<file path="config.mk">
export PLATFORM = sky130hd
export DESIGN_NAME = tmz_timer
export DESIGN_NICKNAME = d
export VERILOG_FILES = /design/src/hw/tmz_pkg.sv /design/src/hw/tmz_timer.sv /design/src/hw/tmz_presc.sv
export SDC_FILE = /design/constraint.sdc
export NUM_CORES = 1
export LEC_CHECK = 0
export CORE_MARGIN = 2
export CORE_UTILIZATION = 40
export CTS_CLUSTER_SIZE = 10
export DETAILED_ROUTE_END_ITERATION = 7
export DONT_BUFFER_PORTS = 1
export GPL_TIMING_DRIVEN = 0
export SLEW_MARGIN = 20
export SYNTH_ARGS = -nofsm -noshare
export SYNTH_HDL_FRONTEND = slang
export SYNTH_HIERARCHICAL = 1
export SYNTH_SLANG_ARGS = --single-unit
</file>
<file path="constraint.sdc">
create_clock -name mclk -period 3.8 [get_ports mclk]
set_input_delay 0.95 -clock mclk [delete_from_list [all_inputs] [get_ports mclk]]
set_output_delay 0.95 -clock mclk [all_outputs]
set_load 0.005 [all_outputs]
</file>
<file path="src/hw/tmz_pkg.sv">
// Purpose: constants shared by the timer block and its divide counter
// Assumes: register offsets are register indices; byte address is four times index
// Notes: every field position, reset value and count lives here
package tmz_pkg;
    // ==========================================================
    // register indices
    localparam logic [7:0] TIMER_COUNT_IDX = 8'h01;
    localparam logic [7:0] INTERRUPT_CONTROL_IDX = 8'h0b;
    localparam logic [7:0] TIMER_OPTION_CONTROL_IDX = 8'h81;
    localparam logic [7:0] PORT_A_DIRECTION_IDX = 8'h85;
    // ==========================================================
    // reset values
    localparam logic [7:0] INTERRUPT_CONTROL_RST = 8'h00;
    localparam logic [7:0] TIMER_OPTION_CONTROL_RST = 8'hff;
    localparam logic [7:0] PORT_A_DIRECTION_RST = 8'h3f;
    localparam logic [7:0] PORT_A_DIRECTION_MASK = 8'h3f;
    // ==========================================================
    // interrupt control fields
    localparam int TIMER_OVERFLOW_FLAG_BIT = 2;
    localparam int TIMER_OVERFLOW_IRQ_ENABLE_BIT = 5;
    // ==========================================================
    // option fields
    localparam int PULLUP_DISABLE_BIT = 7;
    localparam int EXT_IRQ_EDGE_SELECT_BIT = 6;
    localparam int COUNT_SOURCE_SELECT_BIT = 5;
    localparam int COUNT_EDGE_SELECT_BIT = 4;
    localparam int PRESCALER_ASSIGN_BIT = 3;
    localparam int PRESCALE_RATE_LSB = 0;
    localparam int PRESCALE_RATE_W = 3;
    // ==========================================================
    // counts
    localparam logic [7:0] COUNT_MAX = 8'hff;
    localparam logic [1:0] WRITE_INHIBIT_CYCLES = 2'h2;
    localparam int PRESCALER_W = 8;
endpackage

</file>
<file path="src/hw/tmz_timer.sv">
// Purpose: 8-bit timer/counter with shared prescaler and option register
// Assumes: each enabled mclk cycle is one instruction cycle
// Notes: Avalon-MM slave, word address equals register index
// Notes on behaviour
// Count rolling from FFh to 00h sets the overflow flag.
// Overflow interrupt output only while its enable bit is set.
// Software clears the flag; hardware never clears it.
// Timer stops during sleep, so overflow never wakes.
// External count pin synchronised before counting; no prescaler passes straight.
// Source select 1 counts pin transitions, 0 counts instruction cycles.
// Edge select 1 counts falling pin edges, 0 rising.
// Assign bit 1 gives prescaler to watchdog, 0 to timer.
// Rate codes: timer 1:2 to 1:256, watchdog 1:1 to 1:128.
// Pull-up disable 1 kills all pull-ups, 0 uses individual enables.
// External interrupt on rising edge if 1, falling if 0.
// One 8-bit divide counter serves timer or watchdog, never both.
// Prescaler count has no software read or write path.
// Count writes clear prescaler while assigned to timer.
// Clear-watchdog clears prescaler and watchdog while assigned to watchdog.
// Software clears watchdog and count before moving prescaler to watchdog.
// Software clears watchdog before moving prescaler back to timer.
// Option resets to all ones; count untouched by reset.
// Internal mode without prescaler counts once per instruction cycle.
// After a count write, counting pauses two instruction cycles.
// With prescaler, count advances once per ratio of source events.
`timescale 1ns/1ps
`default_nettype none
module tmz_timer (
    input wire logic mclk,
    input wire logic rst,
    input wire logic clk_en,
    input wire logic [7:0] avs_address,
    input wire logic avs_read,
    input wire logic avs_write,
    input wire logic [31:0] avs_writedata,
    output logic [31:0] avs_readdata,
    output logic avs_waitrequest,
    input wire logic sleep_mode,
    input wire logic external_count_pin,
    input wire logic ext_irq_pin,
    input wire logic clear_watchdog_instruction,
    input wire logic watchdog_base_tick,
    input wire logic [7:0] port_a_pullup_enables,
    output logic watchdog_timeout,
    output logic watchdog_clear,
    output logic timer_overflow_irq,
    output logic ext_irq_event,
    output logic [7:0] port_a_pullup_active,
    output logic [7:0] port_a_direction
);
    // ==========================================================
    // helpers
    function automatic logic edge_hit(input logic cur, input logic prev,
                                      input logic falling);
        edge_hit = falling ? (prev && !cur) : (cur && !prev);
    endfunction

    // ==========================================================
    // state
    logic [7:0] timer_count_q;
    logic [7:0] interrupt_control_q;
    logic [7:0] timer_option_control_q;
    logic [7:0] port_a_direction_q;
    logic [1:0] inhibit_q;
    logic ack_q;
    logic [31:0] rdata_q;
    logic [1:0] pin_s1_q;
    logic [1:0] pin_s2_q;
    logic [1:0] pin_s3_q;
    logic ext_irq_q;

    logic bus_req;
    logic wr_go;
    logic cnt_wr;
    logic ctl_wr;
    logic opt_wr;
    logic dir_wr;
    logic [7:0] wbyte;
    logic to_watchdog;
    logic [2:0] rate;
    logic pin_edge;
    logic src_evt;
    logic presc_evt;
    logic presc_clr;
    logic presc_tick;
    logic [7:0] presc_count;
    logic inc;
    logic overflow;

    // ==========================================================
    // bus slave: one wait cycle on every access
    assign bus_req = avs_read || avs_write;
    assign avs_waitrequest = bus_req && !ack_q;
    assign wr_go = clk_en && avs_write && ack_q;
    assign wbyte = avs_writedata[7:0];
    assign cnt_wr = wr_go && (avs_address == tmz_pkg::TIMER_COUNT_IDX);
    assign ctl_wr = wr_go && (avs_address == tmz_pkg::INTERRUPT_CONTROL_IDX);
    assign opt_wr = wr_go && (avs_address == tmz_pkg::TIMER_OPTION_CONTROL_IDX);
    assign dir_wr = wr_go && (avs_address == tmz_pkg::PORT_A_DIRECTION_IDX);

    always_ff @(posedge mclk or posedge rst) begin
        if (rst) begin
            ack_q <= 1'b0;
        end else if (clk_en) begin
            ack_q <= bus_req && !ack_q;
        end
    end

    // prescaler count is deliberately absent from the read map
    always_ff @(posedge mclk or posedge rst) begin
        if (rst) begin
            rdata_q <= '0;
        end else if (clk_en && avs_read && !ack_q) begin
            case (avs_address)
                tmz_pkg::TIMER_COUNT_IDX: rdata_q <= {24'h00_0000, timer_count_q};
                tmz_pkg::INTERRUPT_CONTROL_IDX: rdata_q <= {24'h00_0000, interrupt_control_q};
                tmz_pkg::TIMER_OPTION_CONTROL_IDX: begin
                    rdata_q <= {24'h00_0000, timer_option_control_q};
                end
                tmz_pkg::PORT_A_DIRECTION_IDX: rdata_q <= {24'h00_0000, port_a_direction_q};
                default: rdata_q <= '0;
            endcase
        end
    end
    assign avs_readdata = rdata_q;

    // ==========================================================
    // option and direction registers
    always_ff @(posedge mclk or posedge rst) begin
        if (rst) begin
            timer_option_control_q <= tmz_pkg::TIMER_OPTION_CONTROL_RST;
        end else if (opt_wr) begin
            timer_option_control_q <= wbyte;
        end
    end

    always_ff @(posedge mclk or posedge rst) begin
        if (rst) begin
            port_a_direction_q <= tmz_pkg::PORT_A_DIRECTION_RST;
        end else if (dir_wr) begin
            port_a_direction_q <= wbyte & tmz_pkg::PORT_A_DIRECTION_MASK;
        end
    end
    assign port_a_direction = port_a_direction_q;

    assign to_watchdog = timer_option_control_q[tmz_pkg::PRESCALER_ASSIGN_BIT];
    assign rate = timer_option_control_q[tmz_pkg::PRESCALE_RATE_LSB +: tmz_pkg::PRESCALE_RATE_W];

    // ==========================================================
    // pin synchronisers: bit 0 count pin, bit 1 interrupt pin
    always_ff @(posedge mclk or posedge rst) begin
        if (rst) begin
            pin_s1_q <= '0;
            pin_s2_q <= '0;
            pin_s3_q <= '0;
        end else if (clk_en) begin
            pin_s1_q <= {ext_irq_pin, external_count_pin};
            pin_s2_q <= pin_s1_q;
            pin_s3_q <= pin_s2_q;
        end
    end

    assign pin_edge = edge_hit(pin_s2_q[0], pin_s3_q[0],
        timer_option_control_q[tmz_pkg::COUNT_EDGE_SELECT_BIT]);

    // ==========================================================
    // external interrupt edge, registered
    always_ff @(posedge mclk or posedge rst) begin
        if (rst) begin
            ext_irq_q <= 1'b0;
        end else if (clk_en) begin
            ext_irq_q <= edge_hit(pin_s2_q[1], pin_s3_q[1],
                !timer_option_control_q[tmz_pkg::EXT_IRQ_EDGE_SELECT_BIT]);
        end
    end
    assign ext_irq_event = ext_irq_q;

    // ==========================================================
    // pull-ups
    genvar gi;
    generate
        for (gi = 0; gi < 8; gi++) begin : g_pullup
            assign port_a_pullup_active[gi] = port_a_pullup_enables[gi]
                && !timer_option_control_q[tmz_pkg::PULLUP_DISABLE_BIT];
        end
    endgenerate

    // ==========================================================
    // source selection and prescaler routing
    // sleep gates the source, so the watchdog side keeps running
    always_comb begin
        if (sleep_mode) begin
            src_evt = 1'b0;
        end else if (timer_option_control_q[tmz_pkg::COUNT_SOURCE_SELECT_BIT]) begin
            src_evt = pin_edge;
        end else begin
            src_evt = 1'b1;
        end
    end

    assign presc_evt = to_watchdog ? watchdog_base_tick : src_evt;
    assign presc_clr = to_watchdog ? clear_watchdog_instruction : cnt_wr;
    assign watchdog_clear = clear_watchdog_instruction;
    // without the postscaler the watchdog times out on its base tick
    assign watchdog_timeout = clk_en && (to_watchdog ? presc_tick : watchdog_base_tick);

    tmz_presc u_presc (
        .mclk(mclk),
        .rst(rst),
        .clk_en(clk_en),
        .clr(presc_clr),
        .evt(presc_evt),
        .to_watchdog(to_watchdog),
        .rate(rate),
        .tick(presc_tick),
        .count(presc_count)
    );

    // ==========================================================
    // count register
    assign inc = clk_en && !cnt_wr && (inhibit_q == 2'h0)
        && (to_watchdog ? src_evt : presc_tick);
    assign overflow = inc && (timer_count_q == tmz_pkg::COUNT_MAX);

    always_ff @(posedge mclk or posedge rst) begin
        if (rst) begin
            inhibit_q <= 2'h0;
        end else if (clk_en) begin
            if (cnt_wr) begin
                inhibit_q <= tmz_pkg::WRITE_INHIBIT_CYCLES;
            end else if (inhibit_q != 2'h0) begin
                inhibit_q <= inhibit_q - 2'h1;
            end
        end
    end

    // no reset: the count keeps its value across every reset
    always_ff @(posedge mclk) begin
        if (cnt_wr) begin
            timer_count_q <= wbyte;
        end else if (inc) begin
            timer_count_q <= timer_count_q + 8'h01;
        end
    end

    // ==========================================================
    // interrupt control: overflow set beats a software clear
    always_ff @(posedge mclk or posedge rst) begin
        if (rst) begin
            interrupt_control_q <= tmz_pkg::INTERRUPT_CONTROL_RST;
        end else begin
            if (ctl_wr) begin
                interrupt_control_q <= wbyte;
            end
            if (overflow) begin
                interrupt_control_q[tmz_pkg::TIMER_OVERFLOW_FLAG_BIT] <= 1'b1;
            end
        end
    end

    assign timer_overflow_irq =
        interrupt_control_q[tmz_pkg::TIMER_OVERFLOW_FLAG_BIT]
        && interrupt_control_q[tmz_pkg::TIMER_OVERFLOW_IRQ_ENABLE_BIT];

    // ==========================================================
    // checks
    a_overflow_sets_flag: assert property (@(posedge mclk) disable iff (rst)
        overflow |=> interrupt_control_q[tmz_pkg::TIMER_OVERFLOW_FLAG_BIT]
            && timer_count_q == 8'h00)
        else $error("overflow did not set flag");

    a_irq_masked: assert property (@(posedge mclk) disable iff (rst)
        !interrupt_control_q[tmz_pkg::TIMER_OVERFLOW_IRQ_ENABLE_BIT] |-> !timer_overflow_irq)
        else $error("overflow interrupt not masked");

    a_flag_stays_set: assert property (@(posedge mclk) disable iff (rst)
        interrupt_control_q[tmz_pkg::TIMER_OVERFLOW_FLAG_BIT] && !ctl_wr
            |=> interrupt_control_q[tmz_pkg::TIMER_OVERFLOW_FLAG_BIT])
        else $error("flag cleared by hardware");

    a_sleep_holds_count: assert property (@(posedge mclk) disable iff (rst)
        sleep_mode && !cnt_wr |=> $stable(timer_count_q))
        else $error("count moved during sleep");

    a_internal_counts: assert property (@(posedge mclk) disable iff (rst)
        clk_en && to_watchdog && !sleep_mode && !cnt_wr && inhibit_q == 2'h0
            && !timer_option_control_q[tmz_pkg::COUNT_SOURCE_SELECT_BIT]
            |=> timer_count_q == $past(timer_count_q) + 8'h01)
        else $error("internal count missed a cycle");

    a_write_inhibit: assert property (@(posedge mclk) disable iff (rst)
        cnt_wr |=> !inc ##1 !inc)
        else $error("count advanced right after write");

    a_write_clears_presc: assert property (@(posedge mclk) disable iff (rst)
        cnt_wr && !to_watchdog |=> presc_count == 8'h00)
        else $error("prescaler not cleared by count write");

    a_clear_watchdog_instruction_clears_presc: assert property (@(posedge mclk) disable iff (rst)
        clk_en && clear_watchdog_instruction && to_watchdog |=> presc_count == 8'h00)
        else $error("prescaler not cleared by watchdog clear");

    a_wdt_one_to_one: assert property (@(posedge mclk) disable iff (rst)
        clk_en && to_watchdog && rate == 3'h0 && watchdog_base_tick
            && !clear_watchdog_instruction |-> watchdog_timeout)
        else $error("watchdog 1:1 rate broken");

    a_bus_answers: assert property (@(posedge mclk) disable iff (rst)
        clk_en && avs_waitrequest |=> !avs_waitrequest)
        else $error("bus answer late");
endmodule
`default_nettype wire

</file>
<file path="src/hw/tmz_presc.sv">
// Purpose: shared 8-bit divide counter for the timer or the watchdog
// Assumes: evt is a one-cycle event on mclk; clr wins over counting
// Notes: the count is internal only and has no bus access
`timescale 1ns/1ps
`default_nettype none
module tmz_presc (
    input wire logic mclk,
    input wire logic rst,
    input wire logic clk_en,
    input wire logic clr,
    input wire logic evt,
    input wire logic to_watchdog,
    input wire logic [tmz_pkg::PRESCALE_RATE_W-1:0] rate,
    output logic tick,
    output logic [tmz_pkg::PRESCALER_W-1:0] count
);
    logic [tmz_pkg::PRESCALER_W-1:0] count_q;
    logic [tmz_pkg::PRESCALER_W-1:0] mask;
    logic [tmz_pkg::PRESCALER_W:0] span;

    // ==========================================================
    // ratio: timer 2 << rate, watchdog 1 << rate
    always_comb begin
        span = (tmz_pkg::PRESCALER_W+1)'(1) << rate;
        if (!to_watchdog) begin
            span = span << 1;
        end
        mask = tmz_pkg::PRESCALER_W'(span - 1'b1);
    end

    // one tick per full ratio of events
    assign tick = evt && ((count_q & mask) == mask);

    always_ff @(posedge mclk or posedge rst) begin
        if (rst) begin
            count_q <= '0;
        end else if (clk_en) begin
            if (clr) begin
                count_q <= '0;
            end else if (evt) begin
                count_q <= count_q + 1'b1;
            end
        end
    end

    assign count = count_q;
endmodule
`default_nettype wire

</file>
# Yosys cells after proc, flatten, opt, wreduce, memory -nomap -nowiden

Index checks and enable logic that the tools add are counted.

Register bits: 80
Bits in latches: 0
Memory bits (writable): 0
Bits in read-only memories: 0
Input bits: 58
Output and inout port bits: 53
Word-level logic and storage cells: 87
Memories kept: 0

Add/subtract/negate cells: 4
Multiply operators: 0
Div/mod/pow operators: 0
$lt $le $gt $ge: 0
Eq/ne operators: 6
Shifts and indexed selects: 1
Multiplexer cells: 18
Bitwise logic cells: 1
Reduce and logical (&&, ||, !) cells: 44

Operator list:

| operator                                             | number |
|---|---|
| 2-to-1 mux 8 bit                                     | 5 |
| case mux 8 bit (4 select lines)                      | 1 |
| logical AND 1 bit                                    | 28 |
| equality test 8 bit (second input constant)          | 3 |
| adder 8 x 1 -> 8 bit (second input constant)         | 2 |
| nonzero test 2 bit                                   | 5 |
| 2-to-1 mux 1 bit                                     | 9 |
| AND 8 bit                                            | 1 |
| equality test 8 x 1 -> 1 bit (second input constant) | 1 |
| equality test 8 x 4 -> 1 bit (second input constant) | 1 |
| equality test 8 bit                                  | 1 |
| << shifter 1 x 3 -> 8 bit (first input constant)     | 1 |
| subtractor 8 x 1 -> 8 bit (second input constant)    | 1 |
| logical NOT 1 bit                                    | 7 |
| 2-to-1 mux 2 bit                                     | 2 |
| AND reduction 2 bit                                  | 2 |
| 2-to-1 mux 3 bit                                     | 1 |
| logical NOT 2 bit                                    | 1 |
| subtractor 2 x 1 -> 2 bit (second input constant)    | 1 |
| logical OR 1 bit                                     | 1 |

# Logic depth before layout (Yosys ltp)

Word-level depth: 11
Gate-level depth with buffers: 12
Gate-level depth less buffers: 11

# Cells and area by module

The synthesis kept the hierarchy.

Modules (own cells, without submodules):

| module    | times used | cells an instance | area each (um2) | sequential area each (um2) |
|---|---|---|---|---|
| tmz_timer | 1          | 243               | 2670.1          | 1258.7 |
| tmz_presc | 1          | 83                | 651.9           | 200.2 |

# Worst setup path before layout

No wires, ideal clock.

Path kind: reg2out
Start: register timer_option_control_q[3]
End: output port watchdog_timeout
Arrival: 2.465 ns
Data required time: 2.850 ns
Path slack: 0.385 ns
Stages on the path, launching flop included: 11
Buffers on the path: 0
Cell sequence: dfstp_2 > and2b_4 > or4_2 > ha_1 > inv_1 > nor2_1 > o22ai_1 > o211ai_1 > a2111oi_2 > mux2i_1 > nor2b_1

Word-level cells in the longest chain between the ends: 7
Elaborated cells between the ends (all ways): 8
Those cells by class: add/sub: 1; eq/ne: 1; mux: 3; bitwise: 1; reduce/logical: 2

Ends and longest elaborated chain:

| what                      | line             | source |
|---|---|---|
| start, declared           | tmz_timer.sv:62  | `logic [7:0] timer_option_control_q;` |
| start signal, assigned    | tmz_timer.sv:131 | `timer_option_control_q <= tmz_pkg::TIMER_OPTION_CONTROL_RST;` |
| start signal, assigned    | tmz_timer.sv:133 | `timer_option_control_q <= wbyte;` |
| 2-to-1 mux 8 bit          | tmz_presc.sv:25  | `if (!to_watchdog) begin` |
| subtractor 8 x 1 -> 8 bit | tmz_presc.sv:28  | `mask = tmz_pkg::PRESCALER_W'(span - 1'b1);` |
| AND 8 bit                 | tmz_presc.sv:32  | `assign tick = evt && ((count_q & mask) == mask);` |
| equality test 8 bit       | tmz_presc.sv:32  |  |
| logical AND 1 bit (*)     | tmz_presc.sv:32  |  |
| net presc_tick            | tmz_timer.sv:85  | `logic presc_tick;` |
| 2-to-1 mux 1 bit (*)      | tmz_timer.sv:205 | `assign watchdog_timeout = clk_en && (to_watchdog ? presc_tick : watchdog_base_tick);` |
| logical AND 1 bit (*)     | tmz_timer.sv:205 |  |
| end, declared             | tmz_timer.sv:44  | `output logic watchdog_timeout,` |

The timed path passes the listed nets; every way through them passes the cells marked *.

# Worst setup path after layout

Ends and elaborated chain as after synthesis.

==> metrics.csv <==
metric,value,unit
power_density,337,nW/um^2
hpwl,5870,um
violations,negative setup slack,
final.min_clock_period,3.80,ns
finalSetupViolations,1,
synth_seq_cells,56,
cts_made_buffers,5,
cts-htree-levels,2,
routabilityCongestion,0.840,
io-pin-count,111,
wirelength,8150,um
finalClockSkew,0.0103,ns
diodes,0,
drtPass1Iterations,4,
drive_gt1_frac,0.330,
postCtsHoldBufs,0,
drtAntennaViolNets,0,
cts_buffer_depth,2,
clk_latency,0.31,ns
path_clk_slew,0.10,ns
synth_area_leader_cell,dfrtp_1,
critPathMaxFanout,4,
slowest_stage,dfstp_2,
tightest_slew,0.690,ns
synth-main-ff-cell,dfrtp_1,
worstPathRequired,2.85,ns
core_area,8130,um^2
status,"finished, violations left",
rows,33,
async_flop_share,0.857,
die_y,95.1,um
cts_tree,yes,
leakagePower,1.66,nW
timing.final.ws_setup,-0.00372,ns
synth_seq_area_share,0.439,
grt_use_total,0.179,
cp_slowest_stage_delay,0.55,ns
antenna_found_initial,0,
synth_top_area_frac,0.256,
cts.sinks,56,
viasPerCell,5.34,
arrival,2.85,ns
post-route-period-util,1.00,
synth_cells,326,
dieArea,9050,um^2
wl_per_cell,17.2,um
maxCapViolations,0,
syn_area,3320,um^2
crit_type,reg2out,
start_util,0.408,
drv_slew,0,
drc_errors,0,
start_kind,flip-flop,
grt_max_degree,22,
crit_path_end_kind,output pin,
grt_pass1_wl,12400,um
crit_buf_inv,1,
gr-total-overflow,0,
crit_family,simple AND/OR/NAND/NOR gates,
hp-class,in2async,
power,0.00128,W
hold_viol,0,
grt_pass1_vias,2404,
dieWidth,95.1,um
synth_warnings,6,
fmax,263,MHz
cp_cell_sequence,and2b_4 > or4_4 > ha_4 > inv_4 > nor2_4 > o22ai_2 > o211ai_1 > a2111oi_4 > mux2i_1 > nor2b_1,
max-vdd-ir-drop,166,uV
area_growth,14.2,%
place_area,3570,um^2
portBuffers,0,
stdcell_area,3790,um^2
place_ws,0.0971,ns
vias,2537,
rsz0062_at_grt,true,
cts-root-buf,clkbuf_8,
ys_types,53,
relSlewSlack,0.537,
nets,431,
synth_edf_count,8,
first_iter_violations,151,
avgSynthCellArea,10.2,um^2
synth_area_leaders,"dfrtp_1, mux2_2, dfstp_2",
-- final cells by class --
type                    instances  area (um^2)
plain buffers                  42          285
clock buffers                   7         76.3
clock inverters                 1         3.75
fillers                       769         4340
inverters                      11         43.8
multi-input cells             242         1690
flip-flops and latches         56         1460
well taps                     105          131
repair buffers                 11          103
-- path summary, 6_finish.rpt --
kind / start / slack, ns / cells past startpoint / to
max: timer_option_control_q[3] / -0.004 / 10 / watchdog_timeout
min: rst / 0.46 / 1 / u_presc/count[0]
max reg2reg: timer_option_control_q[3] / 0.39 / 12 / timer_count_q[4]
min reg2reg: pin_s1_q[1] / 0.51 / 1 / pin_s1_q[1]
max in group asynchronous: rst / 2.70 / 2 / port_a_direction[5]
min in group mclk: pin_s1_q[1] / 0.51 / 1 / pin_s1_q[1]
-- cell usage after synthesis, types with 8 or more instances --
| cell | count |
|---|---|
| buf_4 | 28 |
| dfrtp_1 | 34 |
| o21ai_0 | 18 |
| inv_1 | 11 |
| dfstp_2 | 14 |
| nor2_1 | 24 |
| nand2_1 | 19 |
| mux2_2 | 36 |
| a21oi_1 | 20 |
| edfxtp_1 | 8 |
| nand3_1 | 9 |
| nor2b_1 | 9 |
-- sequential cells by signal, summed over array words and instances (netlist names) --
name and flops:
avs_readdata 8, interrupt_control_q 8, timer_count_q 8, timer_option_control_q 8
u_presc/count 8, port_a_direction 6, inhibit_q 2, pin_s1_q 2
pin_s2_q 2, pin_s3_q 2, ack_q 1, ext_irq_event 1
-- placed cells by master, fill, tap and decap left out, drive strengths merged, types with 3 or more instances in the layout --
master | synthesis | final
buf | 37 | 48
mux2 | 36 | 36
dfrtp | 34 | 34
conb | 1 | 26
nor2 | 26 | 26
a21oi | 21 | 21
nand2 | 19 | 19
o21ai | 19 | 19
dfstp | 14 | 14
clkbuf | 5 | 12
inv | 11 | 11
nor2b | 10 | 10
nand3 | 9 | 9
edfxtp | 8 | 8
and3 | 6 | 6
nand4 | 6 | 6
xor2 | 6 | 6
mux2i | 5 | 5
nor3 | 4 | 4
a222oi | 4 | 4
a22oi | 4 | 4
xnor2 | 4 | 4
ha | 4 | 4
nand3b | 3 | 3
nand2b | 3 | 3
-- logic make-up after synthesis --
| family | count (synthesis) | synth area share |
|---|---|---|
| adders and majority gates | 4 | 0.0151 |
| DFF | 56 | 0.439 |
| AOI/OAI and AO/OA | 63 | 0.123 |
| muxes | 41 | 0.137 |
| buffers and inverters | 53 | 0.0983 |
| other | 1 | 0.00113 |
| xor gates and xnor gates | 10 | 0.0264 |
| and+or+nand+nor | 98 | 0.160 |
-- worst reg2reg max path, cell delays in order, from the launching register on --
cell	delay (ns)
dfstp_2	0.55
and2b_4	0.19
or4_4	0.49
ha_4	0.20
nor4b_1	0.28
a31oi_1	0.07
a21oi_1	0.19
a21o_1	0.16
a2111oi_4	0.05
buf_4	0.15
and4b_1	0.17
a21oi_1	0.23
nand2_1	0.31
-- repair_timing --
| action | CTS | global route |
|---|---|---|
| pin swaps | 2 | 5 |
| setup buffers | 5 | 5 |
| endpoints found under the setup margin | 1 | 1 |
| resized for setup | 4 | 10 |
-- metal layers --
layer / up-vias / track usage / share of wire
met5: - / 0 / 0
met4: 0 / 0.0592 / 0.018
met3: 13 / 0.0379 / 0.078
met2: 85 / 0.282 / 0.48
met1: 1245 / 0.245 / 0.42
li1: 1194 / - / -
-- power by group --
part / internal, W / switching (W) / leakage (nW)
Sequential: 0.000665 / 0.0000518 / 0.651
Combinational: 0.000117 / 0.000124 / 0.968
Clock: 0.000129 / 0.000193 / 0.0399
-- stage by stage --
step	util	setup TNS [ns]	cells	hold WS, ns
final	0.466	-0.00372	475	0.465
after global routing	0.466	-0.123	475	0.476
after CTS	0.457	0	470	0.466
after detailed placement	0.439	0	457	0.494
after global placement	0.436	0	456	0.476
after floorplan	-	0	351	0.464
Power figures use the tool's default switching activity.
